<file path="src/ncs_pkg.sv">
// shared constants and types for the nickel charge sequencer
package ncs_pkg;
  localparam int unsigned CLK_HZ = 250_000_000;
  localparam int unsigned CLK_PERIOD_NS = 4;
  // one second period, in ms as printed
  localparam int unsigned PERIOD_MS = 1000;
  localparam int unsigned SEC_CYCLES = (PERIOD_MS * (CLK_HZ / 1000));
  localparam int unsigned SEC_W = 28;
  // max charge duration in seconds, default
  localparam int unsigned MAX_DURATION_S = 3600;
  localparam int unsigned DUR_W = 20;
  localparam int unsigned HOLDOFF_DIV_SHIFT = 5;
  // top-off duty: 1/16 of the second
  localparam int unsigned TOPOFF_DIV_SHIFT = 4;
  localparam int unsigned PULSE_W = 28;
  typedef enum logic [2:0] {
    NCS_QUALIFY = 3'h0,
    NCS_CONDITION = 3'h1,
    NCS_FAST = 3'h2,
    NCS_TOPOFF = 3'h3,
    NCS_MAINT = 3'h4,
    NCS_SUSPEND = 3'h5,
    NCS_DONE = 3'h6
  } ncs_state_type;
endpackage

</file>
<file path="src/ncs_tick_if.sv">
// timebase signals shared between the sequencer and its timebase
`timescale 1ns/100ps
`default_nettype none
interface ncs_tick_if #(parameter int SEC_W = 28);
  logic sec_tick;
  logic half_phase;
  logic [SEC_W-1:0] phase;
  modport src (output sec_tick, output half_phase, output phase);
  modport dst (input sec_tick, input half_phase, input phase);
endinterface
`default_nettype wire

</file>
<file path="src/ncs_timebase.sv">
// one second timebase with phase count
`timescale 1ns/100ps
`default_nettype none
module ncs_timebase #(
  parameter int unsigned SEC_CYCLES = ncs_pkg::SEC_CYCLES
) (
  input wire logic clk,
  input wire logic rst_b,
  input wire logic restart,
  ncs_tick_if.src tb
);
  logic [ncs_pkg::SEC_W-1:0] cnt_reg;
  logic [ncs_pkg::SEC_W-1:0] cnt_next;
  localparam logic [ncs_pkg::SEC_W-1:0] LAST = ncs_pkg::SEC_W'(SEC_CYCLES - 1);
  localparam logic [ncs_pkg::SEC_W-1:0] HALF = ncs_pkg::SEC_W'(SEC_CYCLES / 2);
  always_comb begin
    if (restart || cnt_reg == LAST) begin
      cnt_next = '0;
    end else begin
      cnt_next = cnt_reg + ncs_pkg::SEC_W'(1);
    end
  end
  always_ff @(posedge clk or negedge rst_b) begin
    if (!rst_b) begin
      cnt_reg <= '0;
    end else begin
      cnt_reg <= cnt_next;
    end
  end
  assign tb.sec_tick = (cnt_reg == LAST) && !restart;
  assign tb.half_phase = (cnt_reg < HALF);
  assign tb.phase = cnt_reg;
endmodule
`default_nettype wire

</file>
<file path="src/ncs_sequencer.sv">
// charge state sequencer for a nickel battery charger
// Notes on behaviour
// - power-up, pack swap or wake restart cycle
// - qualification checks voltage and temperature first
// - low cell voltage leads to conditioning
// - conditioning pulses charge switch once per second
// - trickle pulse width comes from configuration input
// - lamp flashes 1 Hz while qualifying or conditioning
// - exit conditioning needs voltage and temperature good
// - conditioning never times out
// - charge timer stopped during conditioning
// - fast charge checks time, temperature, voltage
// - lamp held on during fast charge
// - after fast charge, top-off if selected else maintenance
// - maintenance continues while below max cell voltage
// - charge switch high conducts, low blocks
// - fast charge ends on peak or timeout
// - peak detect ignored for duration over 32
// - cold during fast: pause timer, condition, resume
// - cutoff temperature in fast charge or top-off: suspend, lamp off
// - top-off pulse one sixteenth each second
`timescale 1ns/100ps
`default_nettype none
module ncs_sequencer #(
  parameter int unsigned SEC_CYCLES = ncs_pkg::SEC_CYCLES,
  parameter int unsigned MAX_DURATION_S = ncs_pkg::MAX_DURATION_S
) (
  input wire logic clk,
  input wire logic rst_b,
  input wire logic power_applied,
  input wire logic pack_replaced,
  input wire logic sleep_exit,
  input wire logic cell_below_low,
  input wire logic temp_below_cold,
  input wire logic temp_above_hot,
  input wire logic temp_at_cutoff,
  input wire logic cell_at_max,
  input wire logic peak_drop_detect,
  input wire logic topoff_select,
  input wire logic [ncs_pkg::PULSE_W-1:0] trickle_width,
  output logic charge_switch_output,
  output logic status_lamp_out,
  output logic status_lamp_oe_b,
  output logic [2:0] charge_state
);
  localparam logic [ncs_pkg::DUR_W-1:0] DUR_MAX = ncs_pkg::DUR_W'(MAX_DURATION_S);
  localparam logic [ncs_pkg::DUR_W-1:0] HOLDOFF = ncs_pkg::DUR_W'(MAX_DURATION_S >> ncs_pkg::HOLDOFF_DIV_SHIFT);
  localparam logic [ncs_pkg::SEC_W-1:0] TOPOFF_W =
    ncs_pkg::SEC_W'(SEC_CYCLES >> ncs_pkg::TOPOFF_DIV_SHIFT);

  ncs_tick_if #(.SEC_W(ncs_pkg::SEC_W)) tb ();

  logic start;
  assign start = power_applied | pack_replaced | sleep_exit;

  ncs_timebase #(.SEC_CYCLES(SEC_CYCLES)) u_tb (
    .clk(clk),
    .rst_b(rst_b),
    .restart(start),
    .tb(tb.src)
  );

  ncs_pkg::ncs_state_type state_reg;
  ncs_pkg::ncs_state_type state_next;
  logic [ncs_pkg::DUR_W-1:0] elapsed_reg;
  logic [ncs_pkg::DUR_W-1:0] elapsed_next;
  logic paused_fast_reg;
  logic paused_fast_next;
  logic sw_reg;
  logic sw_next;
  logic lamp_on_reg;
  logic lamp_on_next;

  logic temp_ok;
  logic timed_out;
  logic peak_ok;
  assign temp_ok = !temp_below_cold && !temp_above_hot;
  assign timed_out = (elapsed_reg >= DUR_MAX);
  assign peak_ok = peak_drop_detect && (elapsed_reg >= HOLDOFF);

  always_comb begin
    state_next = state_reg;
    elapsed_next = elapsed_reg;
    paused_fast_next = paused_fast_reg;
    if (start) begin
      state_next = ncs_pkg::NCS_QUALIFY;
      elapsed_next = '0;
      paused_fast_next = 1'b0;
    end else begin
      unique case (state_reg)
        ncs_pkg::NCS_QUALIFY: begin
          if (cell_below_low || !temp_ok) begin
            state_next = ncs_pkg::NCS_CONDITION;
          end else begin
            state_next = ncs_pkg::NCS_FAST;
          end
        end
        ncs_pkg::NCS_CONDITION: begin
          // no exit other than good conditions; timer frozen
          if (!cell_below_low && temp_ok) begin
            state_next = ncs_pkg::NCS_FAST;
            if (!paused_fast_reg) begin
              elapsed_next = '0;
            end
            paused_fast_next = 1'b0;
          end
        end
        ncs_pkg::NCS_FAST: begin
          if (tb.sec_tick) begin
            elapsed_next = elapsed_reg + ncs_pkg::DUR_W'(1);
          end
          if (temp_at_cutoff) begin
            state_next = ncs_pkg::NCS_SUSPEND;
          end else if (temp_below_cold) begin
            state_next = ncs_pkg::NCS_CONDITION;
            // a second completed in fast charge still counts
            paused_fast_next = 1'b1;
          end else if (cell_at_max) begin
            state_next = ncs_pkg::NCS_DONE;
          end else if (peak_ok || timed_out) begin
            elapsed_next = '0;
            state_next = topoff_select ? ncs_pkg::NCS_TOPOFF : ncs_pkg::NCS_MAINT;
          end
        end
        ncs_pkg::NCS_TOPOFF: begin
          if (tb.sec_tick) begin
            elapsed_next = elapsed_reg + ncs_pkg::DUR_W'(1);
          end
          if (cell_at_max) begin
            state_next = ncs_pkg::NCS_DONE;
          end else if (temp_at_cutoff) begin
            state_next = ncs_pkg::NCS_SUSPEND;
          end else if (timed_out) begin
            state_next = ncs_pkg::NCS_MAINT;
          end
        end
        ncs_pkg::NCS_MAINT: begin
          if (cell_at_max) begin
            state_next = ncs_pkg::NCS_DONE;
          end
        end
        ncs_pkg::NCS_SUSPEND: begin
          // cutoff recovery only into maintenance
          if (!temp_above_hot && !temp_at_cutoff) begin
            state_next = ncs_pkg::NCS_MAINT;
          end
        end
        ncs_pkg::NCS_DONE: begin
          state_next = ncs_pkg::NCS_DONE;
        end
        default: begin
          state_next = ncs_pkg::NCS_QUALIFY;
        end
      endcase
    end
  end

  // output decode, registered
  always_comb begin
    sw_next = 1'b0;
    lamp_on_next = 1'b0;
    unique case (state_next)
      ncs_pkg::NCS_QUALIFY: begin
        lamp_on_next = tb.half_phase;
      end
      ncs_pkg::NCS_CONDITION: begin
        lamp_on_next = tb.half_phase;
        sw_next = (tb.phase < trickle_width);
      end
      ncs_pkg::NCS_FAST: begin
        lamp_on_next = 1'b1;
        sw_next = 1'b1;
      end
      ncs_pkg::NCS_TOPOFF: begin
        sw_next = !temp_above_hot && (tb.phase < TOPOFF_W);
      end
      ncs_pkg::NCS_MAINT: begin
        sw_next = !temp_above_hot && (tb.phase < trickle_width);
      end
      ncs_pkg::NCS_SUSPEND: begin
        lamp_on_next = 1'b0;
      end
      ncs_pkg::NCS_DONE: begin
        sw_next = 1'b0;
      end
      default: begin
        sw_next = 1'b0;
      end
    endcase
  end

  always_ff @(posedge clk or negedge rst_b) begin
    if (!rst_b) begin
      state_reg <= ncs_pkg::NCS_QUALIFY;
      elapsed_reg <= '0;
      paused_fast_reg <= 1'b0;
    end else begin
      state_reg <= state_next;
      elapsed_reg <= elapsed_next;
      paused_fast_reg <= paused_fast_next;
    end
  end

  always_ff @(posedge clk or negedge rst_b) begin
    if (!rst_b) begin
      sw_reg <= 1'b0;
      lamp_on_reg <= 1'b0;
    end else begin
      sw_reg <= sw_next;
      lamp_on_reg <= lamp_on_next;
    end
  end

  assign charge_switch_output = sw_reg;
  assign status_lamp_out = 1'b0;
  assign status_lamp_oe_b = !lamp_on_reg;
  assign charge_state = state_reg;
endmodule
`default_nettype wire

</file>
<file path="config.mk">
export PLATFORM = sky130hd
export DESIGN_NAME = ncs_sequencer
export DESIGN_NICKNAME = d
export VERILOG_FILES = /design/src/ncs_pkg.sv /design/src/ncs_tick_if.sv /design/src/ncs_timebase.sv /design/src/ncs_sequencer.sv
export SDC_FILE = /design/constraint.sdc
export NUM_CORES = 1
export LEC_CHECK = 0
export BUFFER_PORTS_ARGS = -buffer_cell sky130_fd_sc_hd__buf_2
export CAP_MARGIN = 15
export CORE_MARGIN = 2
export CORE_UTILIZATION = 45
export DETAILED_ROUTE_END_ITERATION = 10
export PLACE_DENSITY_LB_ADDON = 0.1
export SLEW_MARGIN = 20
export SYNTH_ARGS = -nofsm -noshare
export SYNTH_HDL_FRONTEND = slang
export SYNTH_SLANG_ARGS = --single-unit
</file>
<file path="constraint.sdc">
create_clock -name clk -period 2.74 [get_ports clk]
set_input_delay 0.411 -clock clk [delete_from_list [all_inputs] [get_ports clk]]
set_output_delay 0.411 -clock clk [all_outputs]
set_load 0.01 [all_outputs]
</file>
==> impl_summary.log <==
[metrics] fraction of layout cells with a size suffix above 1: 15.8%
[metrics] share of total power in the clock network: 31.7%
[metrics] path class of the lowest-slack min-delay path: in -> async
[metrics] H-tree levels: 2
[metrics] switching part of the total: 24.9%
[metrics] number of flip-flops and latches in the synthesized netlist: 54
[metrics] vias in the first global route: 3270
[metrics] global-route wire length before repair: 15.4 mm
[metrics] WL/cell: 14.4 um
[metrics] Post-Syn Nets: 527
[metrics] Largest register FFs: 28
[metrics] fraction of synthesized cell area taken by the top area cell type: 34.5%
[metrics] number of buffers added for setup after CTS: 0
[metrics] global route total overflow: 0
[metrics] max-slew violations: 0
[metrics] post-detailed-route count of antenna-violating nets: 0
[metrics] post-cts sizing count: 0
[metrics] Power per Cell Area: 317 nW/um2
[metrics] actual slew at the worst max-slew pin: 0.743 ns
[metrics] part of the total power dissipated in sequential elements: 58.7%
[metrics] delay contributed by the slowest stage of the critical path: 0.46 ns
[metrics] crit path max-delay cell type: sky130_fd_sc_hd__or3_1
[metrics] IR drop worst, VDD: 0.165 mV
[metrics] cell breakdown of the critical path: ha_1 > and2_1 > nand4_1 > nor4_4 > nand4_2 > or3_1 > a21oi_1
[metrics] portion of the post-synthesis area used by sequential elements: 34.5%
[metrics] worst setup skew after layout: 0.0146 ns
[metrics] number of warnings issued by yosys: 0
[metrics] routed via count: 3338
[metrics] antenna violations before repair: 0
[metrics] Internal Dissipation: 1.03 mW
[metrics] post-synthesis async set-or-reset flop share: 100%
[metrics] First DRT Iteration DRCs: 149
[metrics] Placement Rows: 34
[metrics] Skew-Pair Late Insertion Delay: 0.31 ns
[metrics] DIE AREA: 9450 um2
[metrics] max-cap viol count: 0
[metrics] Die Height: 97.2 um
[metrics] Worst EP required: 2.97 ns
[metrics] Total Negative Setup Slacks: 0 ns
[metrics] number of flops mapped to enable cells by yosys: 0
[metrics] most used flip-flop cell after synthesis: sky130_fd_sc_hd__dfrtp_1
[metrics] clock sink count: 54
[metrics] leading cell types by count after synthesis: sky130_fd_sc_hd__nor2_1, sky130_fd_sc_hd__dfrtp_1, sky130_fd_sc_hd__inv_1
[metrics] total setup violations reported at the end of the flow: 0
[metrics] HPWL after detailed placement: 6.61 mm
[metrics] number of CTS-inserted buffers: 5
[metrics] Vias/cell: 5.49
[metrics] worst max-slew margin expressed relative to the limit: 50.5%
[metrics] clock period minus final worst setup slack: 2.42 ns
[metrics] most area-hungry cell type in the Yosys netlist: sky130_fd_sc_hd__dfrtp_1
[metrics] post-layout total power: 1.37 mW
[metrics] combinational group share of total power: 9.6%
[metrics] kind of end point of the critical path: flop
[metrics] highest clock rate: 414 MHz
[metrics] run status: finished, final reports clean
[metrics] count of pins on the block boundary: 46
[metrics] number of hold-repair buffers added at the cts stage: 0
[metrics] final cycle utilization of the critical path: 88.2%
[metrics] clock root cell: sky130_fd_sc_hd__clkbuf_8
[metrics] drc violations: 0
[metrics] category of the most critical setup path: reg -> reg
[metrics] Total Wirelength: 8.76 mm
[metrics] number of port buffers: 44
[metrics] total leakage power: 1.96 nW
[metrics] number of unique standard cell types used by synthesis: 59
[metrics] cell area after synthesis: 3910 um2
[metrics] Final Hold Violating Endpoints: 0
[metrics] signed area change from the synthesized netlist to the final layout: 10.3%
[metrics] Clock Path Buffers: 2
[metrics] Arrival @ worst endpoint: 2.64 ns
[metrics] final weighted congestion of routability-driven global placement: 0.799
[metrics] Die Width: 97.2 um
[metrics] initial core utilization: 45.5%
[metrics] cell types with the largest area share after synthesis: sky130_fd_sc_hd__dfrtp_1, sky130_fd_sc_hd__ha_1, sky130_fd_sc_hd__nor2_1, sky130_fd_sc_hd__xor2_1, sky130_fd_sc_hd__inv_1
[metrics] core box area: 8590 um2
[metrics] global router's overall resource usage: 19.4%
[metrics] most used standard cell by instance count after synthesis: sky130_fd_sc_hd__nor2_1
[metrics] number of diodes added for antenna fixing: 0
[metrics] synthesized instance count: 457
[metrics] unrepaired setup endpoints after global routing: false
[metrics] maximum fanout along the worst path: 13
[metrics] synthesized area divided by synthesized cell count: 8.56 um2
[metrics] type of origin of the critical path: flop
[metrics] fill cell total of the finished layout: 845
[metrics] largest net degree at the start of global routing: 55
[metrics] CTS tree: done
[metrics] detailed-routing iteration count for the pre-antenna-repair pass: 5
[metrics] net switching power of the design: 0.341 mW
[metrics] final layout net count: 570
[metrics] CTS clk-pin slew, worst paths: 0.09 ns
==> stage by stage <==
step	instance area, um2	setup WS [ns]	instances	utilization, %	hold WS (ns)
after global placement	4240	0.387	601	49.3	0.486
after floorplan	3910	0.697	457	-	0.115
after detailed placement	4240	0.335	601	49.3	0.503
after global routing	4320	0.0800	608	50.2	0.278
after CTS	4320	0.311	608	50.2	0.264
final	4320	0.324	608	50.2	0.234
==> worst max-delay path: cells and delay by family, from the launching register on <==
| family | cells | cell delay (ns) |
|---|---|---|
| compound gates | 1 | 0.15 |
| fa+ha+maj | 1 | 0.21 |
| flops | 1 | 0.41 |
| simple gates | 5 | 1.57 |
==> routing by layer <==
layer / vias to the layer above / share of wire [%] / GRT usage (%)
met5: - / 0 / 0
met4: 0 / 0 / 4.27
met3: 0 / 3.7 / 2.37
met2: 65 / 46 / 32.1
met1: 1584 / 50 / 27.5
li1: 1689 / - / -
==> logic make-up after synthesis <==
logic type	Yosys count	synth area share, %
compound gates	83	14.2
xor+xnor	35	7.84
fa+ha+maj	30	9.60
buf+inv	54	6.01
flops	54	34.5
mux	1	0.256
other cells	1	0.0959
simple gates	199	27.4
==> final cells by class <==
| class | instances | area [um2] | share of cell area (%) |
|---|---|---|---|
| inverters | 41 | 154 | 3.57 |
| multi-input cells | 349 | 2320 | 53.9 |
| clock inverters | 1 | 7.51 | 0.174 |
| flip-flops and latches | 54 | 1350 | 31.3 |
| repair buffers | 49 | 270 | 6.26 |
| well taps | 108 | 135 | 3.13 |
| clock buffers | 6 | 72.6 | 1.68 |
==> path summary, 6_finish.rpt <==
kind,slack [ns],endpoint,depth (start not counted),startpoint
min in group clk,0.52,u_tb.tb.phase[0],1,u_tb.tb.phase[0]
worst max-delay path,0.32,elapsed_reg[4],7,u_tb.tb.phase[0]
worst min register to register,0.52,u_tb.tb.phase[0],1,u_tb.tb.phase[0]
worst min-delay path,0.23,u_tb.tb.phase[21],2,rst_b
max in group asynchronous,2.05,u_tb.tb.phase[24],2,rst_b
worst max register to register,0.32,elapsed_reg[4],7,u_tb.tb.phase[0]
==> cell usage in the layout (no fill, tap or decap), drive strengths merged, types with 2 or more instances in the layout <==
master / instances
o22ai: 2
o21a: 3
ha: 30
nor2b: 6
or3: 8
and2: 2
nand2: 38
and4: 2
dfrtp: 54
a21oi: 15
and3: 11
xnor2: 17
o21ai: 26
buf: 49
nor2: 67
a311oi: 2
nand4: 11
xor2: 18
nand2b: 4
nand3: 22
nor4: 7
a21o: 3
nor3: 11
a31o: 2
a211oi: 5
a2111oi: 2
o211ai: 2
clkbuf: 6
inv: 41
a31oi: 11
or4: 6
==> power by group through the flow <==
stage | registers (mW) | logic, mW | clock network [mW]
final | 0.803 | 0.131 | 0.433
after CTS | 0.803 | 0.135 | 0.457
after floorplan | 0.818 | 0.0665 | 0
after detailed placement | 0.819 | 0.134 | 0
after global placement | 0.819 | 0.130 | 0
after global routing | 0.804 | 0.152 | 0.488
Power figures use the tool's default switching activity.
